==> src/core/jifa_consts.svh <==
// Constants for the test-port and indirect flash access block
`ifndef JIFA_CONSTS_SVH
`define JIFA_CONSTS_SVH
`define JIFA_IR_W 4
`define JIFA_IR_EXTEST 4'h0
`define JIFA_IR_CAPTURE 4'h1
`define JIFA_IR_SAMPLE 4'h2
`define JIFA_IR_IDCODE 4'h4
`define JIFA_IR_FL_CTRL 4'h8
`define JIFA_IR_FL_DATA 4'h9
`define JIFA_IR_FL_ADDR 4'hA
`define JIFA_IR_FL_SCALE 4'hB
`define JIFA_IR_BYPASS 4'hF
`define JIFA_IND_W 20
`define JIFA_OP_HI 19
`define JIFA_OP_LO 18
`define JIFA_PAY_W 18
`define JIFA_ID_W 32
`define JIFA_ID_DEFAULT 32'h0A5C_3E01
`define JIFA_NPINS 8
`define JIFA_BSR_W 17
`define JIFA_BSR_PULLUP 0
`define JIFA_FDAT_W 10
`define JIFA_FDAT_FAIL 1
`define JIFA_FDAT_BUSY 0
`define JIFA_FDAT_RST 10'h000
`define JIFA_FCTL_W 8
`define JIFA_FCTL_SCRATCH 7
`define JIFA_FCTL_RST 8'h00
`define JIFA_FADR_W 16
`define JIFA_FADR_RST 16'h0000
`define JIFA_FSCL_W 8
`define JIFA_FSCL_RST 8'h00
`endif

==> src/core/jifa_pkg.sv <==
// Types for the test-port and indirect flash access block
package jifa_pkg;
    typedef enum logic [15:0] {
        TS_RESET = 16'h0001,
        TS_IDLE = 16'h0002,
        TS_SEL_DR = 16'h0004,
        TS_CAP_DR = 16'h0008,
        TS_SH_DR = 16'h0010,
        TS_EX1_DR = 16'h0020,
        TS_PAU_DR = 16'h0040,
        TS_EX2_DR = 16'h0080,
        TS_UPD_DR = 16'h0100,
        TS_SEL_IR = 16'h0200,
        TS_CAP_IR = 16'h0400,
        TS_SH_IR = 16'h0800,
        TS_EX1_IR = 16'h1000,
        TS_PAU_IR = 16'h2000,
        TS_EX2_IR = 16'h4000,
        TS_UPD_IR = 16'h8000
    } jifa_tap_state_t;
endpackage

==> src/core/jifa_top.sv <==
// Boundary scan and indirect flash register access over the test port
`timescale 1ns/1ps
`default_nettype none
`include "jifa_consts.svh"
module jifa_top #(
    // Identity value is arbitrary
    parameter logic [`JIFA_ID_W-1:0] ID_CODE = `JIFA_ID_DEFAULT
) (
    // Clock and reset
    input wire logic clk_sys_i,
    input wire logic sys_rst_i,
    // Test port
    input wire logic jtag_tck_i,
    input wire logic jtag_tms_i,
    input wire logic jtag_tdi_i,
    output logic jtag_tdo_o,
    output logic jtag_tdo_oe_o,
    // Device pins
    input wire logic [`JIFA_NPINS-1:0] pin_in_i,
    output logic [`JIFA_NPINS-1:0] pin_out_o,
    output logic [`JIFA_NPINS-1:0] pin_oe_o,
    output logic pullup_en_o,
    // On-chip logic side of the pins
    input wire logic [`JIFA_NPINS-1:0] core_out_i,
    input wire logic [`JIFA_NPINS-1:0] core_oe_i,
    input wire logic core_pullup_i,
    output logic [`JIFA_NPINS-1:0] core_in_o,
    // Flash controller
    output logic flash_req_o,
    output logic flash_we_o,
    output logic [`JIFA_FADR_W-1:0] flash_addr_o,
    output logic [7:0] flash_wdata_o,
    output logic flash_scratch_o,
    output logic [`JIFA_FCTL_W-1:0] flash_ctrl_o,
    output logic [`JIFA_FSCL_W-1:0] flash_scale_o,
    input wire logic flash_done_i,
    input wire logic flash_fail_i,
    input wire logic [7:0] flash_rdata_i
);

    function automatic logic is_ind(input logic [`JIFA_IR_W-1:0] ir);
        return (ir == `JIFA_IR_FL_CTRL) || (ir == `JIFA_IR_FL_DATA) ||
               (ir == `JIFA_IR_FL_ADDR) || (ir == `JIFA_IR_FL_SCALE);
    endfunction

    // Samplers for test port and pins
    logic [2:0] tck_s_q;
    logic [1:0] tms_s_q;
    logic [1:0] tdi_s_q;
    logic [`JIFA_NPINS-1:0] pin_s1_q;
    logic [`JIFA_NPINS-1:0] pin_s2_q;
    always_ff @(posedge clk_sys_i or posedge sys_rst_i) begin
        if (sys_rst_i) begin
            tck_s_q <= 3'h0;
            tms_s_q <= 2'h3;
            tdi_s_q <= 2'h0;
            pin_s1_q <= '0;
            pin_s2_q <= '0;
        end else begin
            tck_s_q <= {tck_s_q[1:0], jtag_tck_i};
            tms_s_q <= {tms_s_q[0], jtag_tms_i};
            tdi_s_q <= {tdi_s_q[0], jtag_tdi_i};
            pin_s1_q <= pin_in_i;
            pin_s2_q <= pin_s1_q;
        end
    end

    logic tck_rise;
    logic tck_fall;
    logic tdi;
    assign tck_rise = tck_s_q[1] & ~tck_s_q[2];
    assign tck_fall = ~tck_s_q[1] & tck_s_q[2];
    assign tdi = tdi_s_q[1];

    jifa_pkg::jifa_tap_state_t tap_st;
    jifa_tap_fsm u_tap (
        .clk_sys_i(clk_sys_i),
        .sys_rst_i(sys_rst_i),
        .step_i(tck_rise),
        .tms_i(tms_s_q[1]),
        .state_o(tap_st)
    );

    // State strobes at test clock rises
    logic cap_ir;
    logic sh_ir;
    logic upd_ir;
    logic cap_dr;
    logic sh_dr;
    logic upd_dr;
    assign cap_ir = tck_rise && (tap_st == jifa_pkg::TS_CAP_IR);
    assign sh_ir = tck_rise && (tap_st == jifa_pkg::TS_SH_IR);
    assign upd_ir = tck_rise && (tap_st == jifa_pkg::TS_UPD_IR);
    assign cap_dr = tck_rise && (tap_st == jifa_pkg::TS_CAP_DR);
    assign sh_dr = tck_rise && (tap_st == jifa_pkg::TS_SH_DR);
    assign upd_dr = tck_rise && (tap_st == jifa_pkg::TS_UPD_DR);

    // Instruction register
    logic [`JIFA_IR_W-1:0] ir_sr_q;
    logic [`JIFA_IR_W-1:0] ir_q;
    always_ff @(posedge clk_sys_i or posedge sys_rst_i) begin
        if (sys_rst_i) begin
            ir_sr_q <= '0;
            ir_q <= `JIFA_IR_IDCODE;
        end else if (tap_st == jifa_pkg::TS_RESET) begin
            ir_q <= `JIFA_IR_IDCODE;
        end else if (cap_ir) begin
            ir_sr_q <= `JIFA_IR_CAPTURE;
        end else if (sh_ir) begin
            ir_sr_q <= {tdi, ir_sr_q[`JIFA_IR_W-1:1]};
        end else if (upd_ir) begin
            ir_q <= ir_sr_q;
        end
    end

    logic ir_extest;
    logic ir_sample;
    logic ir_idcode;
    logic ir_ind;
    logic ir_byp;
    assign ir_extest = (ir_q == `JIFA_IR_EXTEST);
    assign ir_sample = (ir_q == `JIFA_IR_SAMPLE);
    assign ir_idcode = (ir_q == `JIFA_IR_IDCODE);
    assign ir_ind = is_ind(ir_q);
    assign ir_byp = !(ir_extest || ir_sample || ir_idcode || ir_ind);

    // Bypass and identity registers
    logic byp_q;
    logic [`JIFA_ID_W-1:0] id_sr_q;
    always_ff @(posedge clk_sys_i or posedge sys_rst_i) begin
        if (sys_rst_i) begin
            byp_q <= 1'b0;
        end else if (cap_dr && ir_byp) begin
            byp_q <= 1'b0;
        end else if (sh_dr && ir_byp) begin
            byp_q <= tdi;
        end
    end

    always_ff @(posedge clk_sys_i or posedge sys_rst_i) begin
        if (sys_rst_i) begin
            id_sr_q <= '0;
        end else if (cap_dr && ir_idcode) begin
            id_sr_q <= ID_CODE;
        end else if (sh_dr && ir_idcode) begin
            id_sr_q <= {tdi, id_sr_q[`JIFA_ID_W-1:1]};
        end
    end

    // Boundary cells: pull-up, then output enable and data per pin
    logic [`JIFA_BSR_W-1:0] bsr_cap;
    logic [`JIFA_BSR_W-1:0] bsr_sr_q;
    logic [`JIFA_BSR_W-1:0] bsr_upd_q;
    logic [`JIFA_NPINS-1:0] upd_oe;
    logic [`JIFA_NPINS-1:0] upd_out;
    assign bsr_cap[`JIFA_BSR_PULLUP] = core_pullup_i;
    for (genvar n = 0; n < `JIFA_NPINS; n++) begin : g_cell
        assign bsr_cap[1 + 2 * n] = core_oe_i[n];
        assign bsr_cap[2 + 2 * n] = pin_s2_q[n];
        assign upd_oe[n] = bsr_upd_q[1 + 2 * n];
        assign upd_out[n] = bsr_upd_q[2 + 2 * n];
    end

    always_ff @(posedge clk_sys_i or posedge sys_rst_i) begin
        if (sys_rst_i) begin
            bsr_sr_q <= '0;
        end else if (cap_dr && (ir_extest || ir_sample)) begin
            bsr_sr_q <= bsr_cap;
        end else if (sh_dr && (ir_extest || ir_sample)) begin
            bsr_sr_q <= {tdi, bsr_sr_q[`JIFA_BSR_W-1:1]};
        end
    end

    always_ff @(posedge clk_sys_i or posedge sys_rst_i) begin
        if (sys_rst_i) begin
            bsr_upd_q <= '0;
        end else if (upd_dr && ir_extest) begin
            bsr_upd_q <= bsr_sr_q;
        end
    end

    // Pin and core drive
    always_ff @(posedge clk_sys_i or posedge sys_rst_i) begin
        if (sys_rst_i) begin
            pin_out_o <= '0;
            pin_oe_o <= '0;
            pullup_en_o <= 1'b0;
            core_in_o <= '0;
        end else if (ir_extest) begin
            pin_out_o <= upd_out;
            pin_oe_o <= upd_oe;
            pullup_en_o <= bsr_upd_q[`JIFA_BSR_PULLUP];
            core_in_o <= {`JIFA_NPINS{1'b1}};
        end else begin
            pin_out_o <= core_out_i;
            pin_oe_o <= core_oe_i;
            pullup_en_o <= core_pullup_i;
            core_in_o <= pin_s2_q;
        end
    end

    // Indirect command register
    logic [`JIFA_IND_W-1:0] ind_sr_q;
    logic [`JIFA_PAY_W-1:0] fetched_payload;
    logic ind_busy_q;
    logic [1:0] indirect_operation_code;
    logic [`JIFA_PAY_W-1:0] store_payload;
    logic ind_upd;
    logic ind_start;
    assign indirect_operation_code = ind_sr_q[`JIFA_OP_HI:`JIFA_OP_LO];
    assign store_payload = ind_sr_q[`JIFA_PAY_W-1:0];
    assign ind_upd = upd_dr && ir_ind;
    // Poll never starts; busy drops commands
    assign ind_start = ind_upd && indirect_operation_code[1] && !ind_busy_q;

    always_ff @(posedge clk_sys_i or posedge sys_rst_i) begin
        if (sys_rst_i) begin
            ind_sr_q <= '0;
        end else if (cap_dr && ir_ind) begin
            ind_sr_q <= {1'b0, fetched_payload, ind_busy_q};
        end else if (sh_dr && ir_ind) begin
            ind_sr_q <= {tdi, ind_sr_q[`JIFA_IND_W-1:1]};
        end
    end

    // Flash-side registers
    logic [`JIFA_FCTL_W-1:0] fctl_q;
    logic [`JIFA_FADR_W-1:0] fadr_q;
    logic [`JIFA_FSCL_W-1:0] fscl_q;
    logic [7:0] fbyte_q;
    logic ffail_q;
    logic fbusy_q;
    logic fl_we_q;
    logic [`JIFA_FDAT_W-1:0] flash_byte_port;
    logic fl_go;
    assign flash_byte_port = {fbyte_q, ffail_q, fbusy_q};
    assign fl_go = ind_start && (ir_q == `JIFA_IR_FL_DATA) && !fbusy_q;

    always_ff @(posedge clk_sys_i or posedge sys_rst_i) begin
        if (sys_rst_i) begin
            fctl_q <= `JIFA_FCTL_RST;
            fadr_q <= `JIFA_FADR_RST;
            fscl_q <= `JIFA_FSCL_RST;
        end else if (ind_start && indirect_operation_code[0]) begin
            if (ir_q == `JIFA_IR_FL_CTRL) begin
                fctl_q <= store_payload[17:10];
            end
            if (ir_q == `JIFA_IR_FL_ADDR) begin
                fadr_q <= store_payload[17:2];
            end
            if (ir_q == `JIFA_IR_FL_SCALE) begin
                fscl_q <= store_payload[17:10];
            end
        end
    end

    // Flash operation sequencing
    always_ff @(posedge clk_sys_i or posedge sys_rst_i) begin
        if (sys_rst_i) begin
            fbyte_q <= 8'(`JIFA_FDAT_RST >> 2);
            ffail_q <= 1'b0;
            fbusy_q <= 1'b0;
            fl_we_q <= 1'b0;
            flash_req_o <= 1'b0;
        end else begin
            flash_req_o <= fl_go;
            if (fl_go) begin
                fbusy_q <= 1'b1;
                fl_we_q <= indirect_operation_code[0];
                if (indirect_operation_code[0]) begin
                    fbyte_q <= store_payload[17:10];
                end
            end else if (fbusy_q && flash_done_i) begin
                fbusy_q <= 1'b0;
                ffail_q <= flash_fail_i;
                if (!fl_we_q) begin
                    fbyte_q <= flash_rdata_i;
                end
            end
        end
    end

    assign flash_we_o = fl_we_q;
    assign flash_addr_o = fadr_q;
    assign flash_wdata_o = fbyte_q;
    assign flash_scratch_o = fctl_q[`JIFA_FCTL_SCRATCH];
    assign flash_ctrl_o = fctl_q;
    assign flash_scale_o = fscl_q;

    // Indirect operation tracking
    logic ind_rd_q;
    logic [`JIFA_IR_W-1:0] ind_sel_q;
    logic [`JIFA_PAY_W-1:0] fetched_q;
    logic [`JIFA_PAY_W-1:0] rd_val;
    always_comb begin
        rd_val = '0;
        case (ind_sel_q)
            `JIFA_IR_FL_CTRL: rd_val[`JIFA_FCTL_W-1:0] = fctl_q;
            `JIFA_IR_FL_ADDR: rd_val[`JIFA_FADR_W-1:0] = fadr_q;
            `JIFA_IR_FL_SCALE: rd_val[`JIFA_FSCL_W-1:0] = fscl_q;
            `JIFA_IR_FL_DATA: rd_val[`JIFA_FDAT_W-1:0] = flash_byte_port;
            default: rd_val = '0;
        endcase
    end

    always_ff @(posedge clk_sys_i or posedge sys_rst_i) begin
        if (sys_rst_i) begin
            ind_busy_q <= 1'b0;
            ind_rd_q <= 1'b0;
            ind_sel_q <= '0;
            fetched_q <= '0;
        end else if (ind_start) begin
            ind_busy_q <= 1'b1;
            ind_rd_q <= !indirect_operation_code[0];
            ind_sel_q <= ir_q;
        end else if (ind_busy_q && !fbusy_q) begin
            ind_busy_q <= 1'b0;
            if (ind_rd_q) begin
                fetched_q <= rd_val;
            end
        end
    end
    assign fetched_payload = fetched_q;

    // Test data output, changed at falling edges
    logic dr_lsb;
    always_comb begin
        if (ir_ind) begin
            dr_lsb = ind_sr_q[0];
        end else if (ir_idcode) begin
            dr_lsb = id_sr_q[0];
        end else if (ir_extest || ir_sample) begin
            dr_lsb = bsr_sr_q[0];
        end else begin
            dr_lsb = byp_q;
        end
    end

    always_ff @(posedge clk_sys_i or posedge sys_rst_i) begin
        if (sys_rst_i) begin
            jtag_tdo_o <= 1'b0;
            jtag_tdo_oe_o <= 1'b0;
        end else if (tck_fall) begin
            jtag_tdo_oe_o <= (tap_st == jifa_pkg::TS_SH_DR) || (tap_st == jifa_pkg::TS_SH_IR);
            jtag_tdo_o <= (tap_st == jifa_pkg::TS_SH_IR) ? ir_sr_q[0] : dr_lsb;
        end
    end
endmodule
`default_nettype wire

==> src/core/jifa_tap_fsm.sv <==
// Test-access-port state machine stepped on sampled test clock rises
`timescale 1ns/1ps
`default_nettype none
module jifa_tap_fsm (
    // Clock and reset
    input wire logic clk_sys_i,
    input wire logic sys_rst_i,
    // Step strobe and mode select
    input wire logic step_i,
    input wire logic tms_i,
    // Current state
    output jifa_pkg::jifa_tap_state_t state_o
);
    jifa_pkg::jifa_tap_state_t st_q;
    jifa_pkg::jifa_tap_state_t st_d;

    always_comb begin
        st_d = st_q;
        unique case (st_q)
            jifa_pkg::TS_RESET: st_d = tms_i ? jifa_pkg::TS_RESET : jifa_pkg::TS_IDLE;
            jifa_pkg::TS_IDLE: st_d = tms_i ? jifa_pkg::TS_SEL_DR : jifa_pkg::TS_IDLE;
            jifa_pkg::TS_SEL_DR: st_d = tms_i ? jifa_pkg::TS_SEL_IR : jifa_pkg::TS_CAP_DR;
            jifa_pkg::TS_CAP_DR: st_d = tms_i ? jifa_pkg::TS_EX1_DR : jifa_pkg::TS_SH_DR;
            jifa_pkg::TS_SH_DR: st_d = tms_i ? jifa_pkg::TS_EX1_DR : jifa_pkg::TS_SH_DR;
            jifa_pkg::TS_EX1_DR: st_d = tms_i ? jifa_pkg::TS_UPD_DR : jifa_pkg::TS_PAU_DR;
            jifa_pkg::TS_PAU_DR: st_d = tms_i ? jifa_pkg::TS_EX2_DR : jifa_pkg::TS_PAU_DR;
            jifa_pkg::TS_EX2_DR: st_d = tms_i ? jifa_pkg::TS_UPD_DR : jifa_pkg::TS_SH_DR;
            jifa_pkg::TS_UPD_DR: st_d = tms_i ? jifa_pkg::TS_SEL_DR : jifa_pkg::TS_IDLE;
            jifa_pkg::TS_SEL_IR: st_d = tms_i ? jifa_pkg::TS_RESET : jifa_pkg::TS_CAP_IR;
            jifa_pkg::TS_CAP_IR: st_d = tms_i ? jifa_pkg::TS_EX1_IR : jifa_pkg::TS_SH_IR;
            jifa_pkg::TS_SH_IR: st_d = tms_i ? jifa_pkg::TS_EX1_IR : jifa_pkg::TS_SH_IR;
            jifa_pkg::TS_EX1_IR: st_d = tms_i ? jifa_pkg::TS_UPD_IR : jifa_pkg::TS_PAU_IR;
            jifa_pkg::TS_PAU_IR: st_d = tms_i ? jifa_pkg::TS_EX2_IR : jifa_pkg::TS_PAU_IR;
            jifa_pkg::TS_EX2_IR: st_d = tms_i ? jifa_pkg::TS_UPD_IR : jifa_pkg::TS_SH_IR;
            jifa_pkg::TS_UPD_IR: st_d = tms_i ? jifa_pkg::TS_SEL_DR : jifa_pkg::TS_IDLE;
            default: st_d = jifa_pkg::TS_RESET;
        endcase
    end

    always_ff @(posedge clk_sys_i or posedge sys_rst_i) begin
        if (sys_rst_i) begin
            st_q <= jifa_pkg::TS_RESET;
        end else if (step_i) begin
            st_q <= st_d;
        end
    end

    assign state_o = st_q;
endmodule
`default_nettype wire

==> config.mk <==
export PLATFORM = sky130hd
export DESIGN_NAME = jifa_top
export DESIGN_NICKNAME = d
export VERILOG_FILES = /design/src/core/jifa_pkg.sv /design/src/core/jifa_top.sv /design/src/core/jifa_tap_fsm.sv
export VERILOG_INCLUDE_DIRS = /design/src /design/src/core
export SDC_FILE = /design/constraint.sdc
export NUM_CORES = 1
export LEC_CHECK = 0
export BUFFER_PORTS_ARGS = -buffer_cell sky130_fd_sc_hd__buf_2
export CAP_MARGIN = 30
export CORE_AREA = 2 2 126 128
export DETAILED_ROUTE_END_ITERATION = 16
export DIE_AREA = 0 0 128 130
export PLACE_DENSITY = 0.84
export SETUP_SLACK_MARGIN = 0.3
export SLEW_MARGIN = 20
export SYNTH_ARGS = -nofsm -noshare
export SYNTH_HDL_FRONTEND = slang
export SYNTH_SLANG_ARGS = --single-unit
export TNS_END_PERCENT = 5
==> constraint.sdc <==
create_clock -name clk_sys_i -period 20.4 [get_ports clk_sys_i]
set_input_delay 1.02 -clock clk_sys_i [delete_from_list [all_inputs] [get_ports clk_sys_i]]
set_output_delay 1.02 -clock clk_sys_i [all_outputs]
set_load 0.02 [all_outputs]
# Word level (Yosys, flattened, before mapping)
# Cells that the tools add are included.
# Widths: inputs -> output; s select.
classes:
  eq_ne: 30
  reduce_logical: 54
  n_bitwise: 7
  n_mux: 46
ops:
  columns: ["operator", "n"]
  rows:
  - ["$pmux 16 s12", 1]
  - ["$mux 32", 2]
  - ["$mux 8", 8]
  - ["$mux 20", 2]
  - ["$mux 17", 2]
  - ["$eq 4x4->1 const B", 8]
  - ["$mux 16", 2]
  - ["$pmux 8 s4", 1]
  - ["$mux 4", 6]
  - ["$logic_and 1x1->1", 23]
  - ["$mux 9", 2]
  - ["$eq 16x1->1 const B", 1]
  - ["$eq 16x10->1 const B", 1]
  - ["$eq 16x11->1 const B", 1]
  - ["$eq 16x12->1 const B", 1]
  - ["$eq 16x13->1 const B", 1]
  - ["$eq 16x14->1 const B", 1]
  - ["$eq 16x15->1 const B", 1]
  - ["$eq 16x16->1 const B", 1]
  - ["$eq 16x2->1 const B", 1]
  - ["$eq 16x3->1 const B", 1]
  - ["$eq 16x4->1 const B", 1]
  - ["$eq 16x5->1 const B", 1]
  - ["$eq 16x6->1 const B", 1]
  - ["26 further kinds", 67]
word_totals:
  in_bits: 40
  word_cells: 168
  ff_bits: 227
  output_inout_bits: 70

# Longest topological paths before layout
# Gate-level depths: netlist (run 1).
logic_depth:
  depth_word: 11
  ltp_mapped: 8
  mapped_depth_nobuf: 5

# Modules after synthesis
# From an unflattened synthesis (run 1), not the netlist that was laid out.
hier_totals:
  cells_unflattened: 760
  hier_area_um2: 9564.2
by_module_without_submodules:
  columns: ["module", "instances", "cells_per_inst", "area_each_um2", "seq_area_each_um2"]
  rows:
  - ["jifa_top", 1, 638, 8454.4, 5283.8]
  - ["jifa_tap_fsm", 1, 122, 1109.8, 401.6]

# Worst setup path after synthesis (run 1)
# No wires, ideal clock.
synth_path:
  kind: "register to register"
  from: "register u_tap.st_q[5], in the netlist u_tap.state_o[5]"
  to: "register fadr_q[0], in the netlist flash_addr_o[0]"
  synth_period_minus_slack_ps: 2464
  setup_ps: 127
  path_slack_ps: 17936
  path_buffers: 3
  t_arrival_ps: 2337
  stages_incl_launch_ff: 9
  t_required_ps: 20273
  cell_sequence: "dfrtp_1 > buf_6 > nor4_4 > nand3_4 > nor3_2 > and4b_1 > buf_4 > buf_6 > mux2_1"
synth_via:
  elab_chain_cells: 7
synth_rtl:
  columns: ["item", "line", "text"]
  rows:
  - ["from (decl)", "jifa_tap_fsm.sv:14", "jifa_pkg::jifa_tap_state_t st_q;"]
  - ["from (signal assigned)", "jifa_tap_fsm.sv:42", "st_q <= jifa_pkg::TS_RESET;"]
  - ["from (signal assigned)", "jifa_tap_fsm.sv:44", "st_q <= st_d;"]
  - ["$eq 16x9->1", "jifa_top.sv:96", "assign upd_dr = tck_rise && (tap_st == jifa_pkg::TS_UPD_DR);"]
  - ["$logic_and 1x1->1", "jifa_top.sv:96", null]
  - ["$logic_and 1x1->1", "jifa_top.sv:212", "assign ind_upd = upd_dr && ir_ind;"]
  - ["$logic_and 1x1->1 (2 in series)", "jifa_top.sv:214", "assign ind_start = ind_upd && indirect_operation_code[1] && !ind_busy_q;"]
  - ["$logic_and 1x1->1", "jifa_top.sv:244", "end else if (ind_start && indirect_operation_code[0]) begin"]
  - ["$reduce_and 2->1 (no source line)", null, null]
  - ["to (signal assigned)", "jifa_top.sv:242", "fadr_q <= `JIFA_FADR_RST;"]
  - ["to (signal assigned)", "jifa_top.sv:249", "fadr_q <= store_payload[17:2];"]
  - ["to (decl)", "jifa_top.sv:228", "logic [`JIFA_FADR_W-1:0] fadr_q;"]
# No other way between the ends.
# A chain may end at the register's enable or synchronous reset.

# Worst setup path in the final report (run 1)
layout_path:
  from: "register u_tap.st_q[5], in the netlist u_tap.state_o[5]"
  to: "register fadr_q[13], in the netlist flash_addr_o[13]"
# Same word-level chain as after synthesis.

==> results of run 1 <==
layout by cell type, fill, tap and decap left out, types with 6 or more instances in the layout:
cell and instances:
dfrtp_1 223, clkbuf_16 25, clkbuf_1 6, inv_1 6, mux4_2 7, nor2_1 43, mux2_4 7, a22o_1 17
mux2_1 10, nor4_1 6, a21oi_1 8, or2_2 9, nand2_1 105, nand3_1 29, o22ai_1 35, nor2b_1 7
nor3_1 24, buf_4 11, o21ai_0 52, mux2_2 72, or4_1 7, mux2i_1 7, buf_2 109
synthesized netlist by cell type (all sizes together), types with 9 or more instances:
| library cell | count | area share |
|---|---|---|
| dfrtp | 223 | 0.59 |
| nand2 | 105 | 0.041 |
| mux2 | 89 | 0.11 |
| o21ai | 55 | 0.029 |
| nor2 | 43 | 0.017 |
| o22ai | 35 | 0.023 |
| nand3 | 31 | 0.018 |
| clkbuf | 28 | 0.011 |
| nor3 | 28 | 0.017 |
| buf | 21 | 0.016 |
| a22o | 18 | 0.017 |
| nor4 | 10 | 0.012 |
| or2 | 9 | 0.0059 |
| or4 | 9 | 0.0079 |
cells by family after synthesis:
group / synth area share
mux: 0.132
flops: 0.597
simple gates: 0.150
compound gates: 0.0862
xor+xnor: 0.00460
buf+inv: 0.0301
power groups by stage:
| stage | Sequential (mW) | Clock, mW | Combinational, mW |
|---|---|---|---|
| floorplan | 0.481 | 0 | 0.0333 |
| global placement | 0.477 | 0 | 0.0542 |
| detailed placement | 0.478 | 0 | 0.0560 |
| CTS | 0.470 | 0.446 | 0.0564 |
| global route | 0.471 | 0.463 | 0.0628 |
| finish | 0.470 | 0.441 | 0.0566 |
layout make-up:
type / count / area (sq um)
clock inverters: 8 / 95.1
clock buffers: 36 / 717
multi-input cells: 515 / 3570
repair buffers: 124 / 713
inverters: 7 / 33.8
fillers: 1037 / 4370
well taps: 192 / 240
flip-flops and latches: 227 / 5690
flip-flops by register name, summed over array words and instances, names as in the netlist, 8 cells and up:
signal           cells
u_tap.state_o       16
id_sr_q             32
flash_addr_o        16
flash_scale_o        8
bsr_sr_q            17
fetched_payload     16
ind_sr_q            20
pin_s2_q             8
pin_s1_q             8
flash_ctrl_o         8
core_in_o            8
pin_oe_o             8
pin_out_o            8
flash_wdata_o        8
bsr_upd_q           17
worst paths after layout:
| check | start | to | slack (ps) | cells after the start |
|---|---|---|---|---|
| setup / recovery | u_tap.state_o[5] | flash_addr_o[13] | 17210 | 5 |
| hold / removal | pin_s1_q[6] | pin_s2_q[6] | 350 | 0 |
| setup reg to reg | u_tap.state_o[5] | flash_addr_o[13] | 17210 | 5 |
| hold reg to reg | pin_s1_q[6] | pin_s2_q[6] | 350 | 0 |
| max in group asynchronous | sys_rst_i | ir_q[2] | 18350 | 5 |
| min in group asynchronous | sys_rst_i | fetched_payload[7] | 600 | 2 |
metal layers:
metal,vias up,wire (um),track usage
met4,0,539,0.100
met5,-,0,0
li1,3063,-,-
met2,291,10800,0.437
met3,47,1400,0.0435
met1,3429,9040,0.354
worst reg2reg max path, cell delays in order, from the launching register on:
cell and delay, ps:
dfrtp_1 490, nor4_4 530, nand3_4 180, nor3_2 560
and4b_1 910, mux2_2 430
stage by stage:
| step | cell area (sq um) | utilization | cells | total power, mW |
|---|---|---|---|---|
| finish | 11100 | 0.717 | 1109 | 0.968 |
| global route | 11100 | 0.717 | 1109 | 0.997 |
| CTS | 11000 | 0.714 | 1106 | 0.973 |
| detailed placement | 10200 | 0.661 | 1062 | 0.534 |
| global placement | 10100 | 0.657 | 1058 | 0.531 |
| floorplan | 9520 | - | 798 | 0.515 |
==> qor.yml, run 1 <==
status: "completed"
coreArea_sq_um: 15400
drtIter0Drc: 705
combPwrFrac: 0.058
max_freq_ghz: 0.313
setup_violations: 0
drt_first_pass_iters: 5
die_h_um: 130
cts-root-buf: "clkbuf_16"
path_max_fanout: 16
syn-num-nets: 838
drt-vias-per-instance: 6.16
start_util: 0.617
clkPwrFrac: 0.456
grt_pass1_vias: 6702
syn_area_per_cell_sq_um: 11.9
h-tree-depth: 1
worstSkewPairLatency_ps: 520
clockBufferDepth: 3
cp-start-kind: "flip-flop"
gp_congestion: 0.911
rsz0062_at_grt: "false"
fin_tns_setup_ps: 0
rows: 46
cts.repair.resized: 0
vias: 6830
cp.buffers_inverters: 0
finalWorstSetupSlack_ps: 17210
clkSinkCount: 227
place_worst_setup_slack_ps: 17280
grt_max_degree: 85
slew_headroom: 0.346
grt.total_usage: 0.263
overflow: 0
period_share: 0.156
hold_ws_ps: 346
wl_per_cell_um: 19.6
area_delta_synth_final_pct: 16.1
ios: 110
synth_flop_cell: "dfrtp_1"
hold_viol_final: 0
antenna_found_initial: 0
cellPowerDensity_nw_per_um2: 87.5
clock_skew_ps: 21.9
slew_viol_final: 0
holdBufCountCts: 0
clk_pin_slew_worst_paths_ps: 60
seq_area_frac_synth: 0.597
critPathCaptureType: "flip-flop"
die_x_um: 128
path_cells: "nor4_4 -> nand3_4 -> nor3_2 -> and4b_1 -> mux2_2"
cp.arrival_ps: 3590
io_buffers: 109
async_flop_share: 1.00
synth_seq_cells: 227
post-dp-hpwl_um: 13500
nets: 939
critical-path-slowest-cell: "and4b_1"
p_seq_frac: 0.486
cp_slowest_stage_delay_ps: 910
power_switching_mw: 0.218
irDropWorstVdd_mv: 0.0615
drive_above_1_share: 0.305
p_leak_nw: 5.38
critPathKind: "flip-flop to flip-flop"
post_cts_buffers: 0
synth_edf_count: 0
grt_pass1_wl_um: 34500
synth_warnings: 0
worstMarginPinSlew_ps: 980
p_sw_frac: 0.225
ant_nets: 0
period_needed_ps: 3190
hp-class: "flip-flop to flip-flop"
synth_cell_types: 61
finalWirelength_um: 21800
drc: 0
crit_required_ps: 20800
cts_buffers: 24
antenna_cells: 0
cts_tree: "built"
dieArea_sq_um: 16600
synth_area_sq_um: 9520
path_delay_family: "simple AND/OR/NAND/NOR gates"
internal_power_mw: 0.750
synth_cells: 798
cap_violations: 0
Note: power is estimated with default switching activity, not from simulation.
==> run 2, diff against run 1 <==
--- a/config.mk
+++ b/config.mk
@@ -8,10 +8,10 @@
 export LEC_CHECK = 0
 export BUFFER_PORTS_ARGS = -buffer_cell sky130_fd_sc_hd__buf_2
 export CAP_MARGIN = 30
-export CORE_AREA = 2 2 126 128
+export CORE_AREA = 2 2 132 134
 export DETAILED_ROUTE_END_ITERATION = 16
-export DIE_AREA = 0 0 128 130
-export PLACE_DENSITY = 0.84
+export DIE_AREA = 0 0 134 136
+export PLACE_DENSITY = 0.78
 export SETUP_SLACK_MARGIN = 0.3
 export SLEW_MARGIN = 20
 export SYNTH_ARGS = -nofsm -noshare
==> constraint.sdc (replaced) <==
create_clock -name clk_sys_i -period 3.3 [get_ports clk_sys_i]
set_input_delay 0.165 -clock clk_sys_i [delete_from_list [all_inputs] [get_ports clk_sys_i]]
set_output_delay 0.165 -clock clk_sys_i [all_outputs]
set_load 0.02 [all_outputs]
==> run 2 against run 1 <==
Non-clock buffer count increased by 38; fmax increased by 14%; critical endpoint is now flash_ctrl_o[3]; highest routed layer unchanged; final cell count increased by 6.2%; critical path depth unchanged.
==> qor.yml, run 2 (synthesis gave the netlist of run 1 again) <==
status: "completed"
cts_tree: "built"
power_mw: 5.97
top_register: "id_sr_q"
crit_required_ps: 3680
die_h_um: 136
dpl.cell_count: 1103
largest_reg_flops: 32
max_freq_ghz: 0.358
holdBufCountCts: 31
grt_busiest_layer: "met2"
post_cts_buffers: 0
hold_viol_final: 0
r2r_cells: 5
h-tree-depth: 1
clkSinkCount: 227
clockBufferDepth: 3
area_delta_synth_final_pct: 19.7
rows: 48
ant_nets: 0
worstMarginPinSlew_ps: 802
drc: 0
cellPowerDensity_nw_per_um2: 524
wl_per_cell_um: 18.7
coreArea_sq_um: 16900
drtIter0Drc: 531
finalWirelength_um: 22000
antenna_found_initial: 0
grt_util_met1: 0.338
cp-endpoint: "flash_ctrl_o[3]"
die_x_um: 134
r2r_start: "u_tap.state_o[12]"
period_needed_ps: 2790
grt_pass1_vias: 6886
clk_pin_slew_worst_paths_ps: 60
gp_congestion: 0.931
vias: 6835
cp.arrival_ps: 3170
cts.repair.resized: 0
hp-class: "primary input to flip-flop"
grt.total_usage: 0.244
critPathKind: "flip-flop to flip-flop"
most-common-layout-cells: "dfrtp_1 (223), buf_2 (109), nand2_1 (105)"
start_util: 0.564
p_leak_nw: 5.51
worstSetupStartpoint: "u_tap.state_o[12]"
fin_tns_setup_ps: 0
final_common_cell: "dfrtp_1"
grt_util_met2: 0.402
overflow: 0
cp-start-kind: "flip-flop"
drt_first_pass_iters: 5
reg2reg_to: "flash_ctrl_o[3]"
grtUsageMet3: 0.0377
grt_pass1_wl_um: 35700
ios: 110
drive_above_1_share: 0.300
dieArea_sq_um: 18200
stdcell_count: 1178
slew_viol_final: 0
worstSkewPairLatency_ps: 510
post-dp-hpwl_um: 13500
ff2ff_setup_slack_ps: 510
nets: 977
cts-root-buf: "clkbuf_16"
rsz0062_at_grt: "false"
reg_top3: "id_sr_q x32, ind_sr_q x20"
grt_max_degree: 137
critPathCaptureType: "flip-flop"
slew_headroom: 0.461
clock_skew_ps: 25.2
path_max_fanout: 10
antenna_cells: 0
drt-vias-per-instance: 5.80
setup_violations: 0
cap_violations: 0
io_buffers: 109
fillers: 1219
irDropWorstVdd_mv: 0.414
cts_buffers: 24
period_share: 0.845
-- run 2: worst min-delay path by stage --
stage,start,endpoint,slack (ps),cells after the start
4_1_cts,flash_rdata_i[5],flash_wdata_o[5],20,3
3_3_place_gp,jtag_tms_i,tms_s_q[0],270,1
2_1_floorplan,jtag_tms_i,tms_s_q[0],170,0
6_report,flash_rdata_i[5],flash_wdata_o[5],30,3
3_5_place_dp,jtag_tms_i,tms_s_q[0],270,1
5_1_grt,flash_rdata_i[5],flash_wdata_o[5],30,3
-- run 2: per-stage QoR --
stage                     utilization  setup slack (ps)  hold WS, ps  area, sq um
after floorplan                     -               172          169         9530
after global placement          0.609               530          271        10300
after detailed placement        0.609               506          272        10300
after CTS                       0.674               437         19.3        11400
after global routing            0.676               326         30.4        11400
final                           0.676               510         30.9        11400
-- run 2: where the power goes --
| part | internal [mW] | switching (mW) |
|---|---|---|
| clock | 1.63 | 1.06 |
| combinational | 0.149 | 0.229 |
| sequential | 2.85 | 0.0527 |
-- run 2: metal layers --
layer | part of all wire | vias up
li1 | - | 3138
met3 | 0.048 | 41
met4 | 0.020 | 0
met2 | 0.49 | 190
met5 | 0 | -
met1 | 0.44 | 3466
-- run 2: final cells by class --
type	count	area, sq um	share of cell area
clock inverters	8	97.6	0.00856
clock buffers	34	699	0.0613
inverters	7	30.0	0.00263
repair buffers	162	1040	0.0913
multi-input cells	515	3570	0.313
well taps	225	282	0.0247
flip-flops and latches	227	5690	0.499
-- run 2: worst max-delay path: stages, from the launching register on --
cell	delay [ps]
dfrtp_1	500
nor4_4	480
nand3_4	180
nor3_2	570
nand3_1	510
mux2_2	420
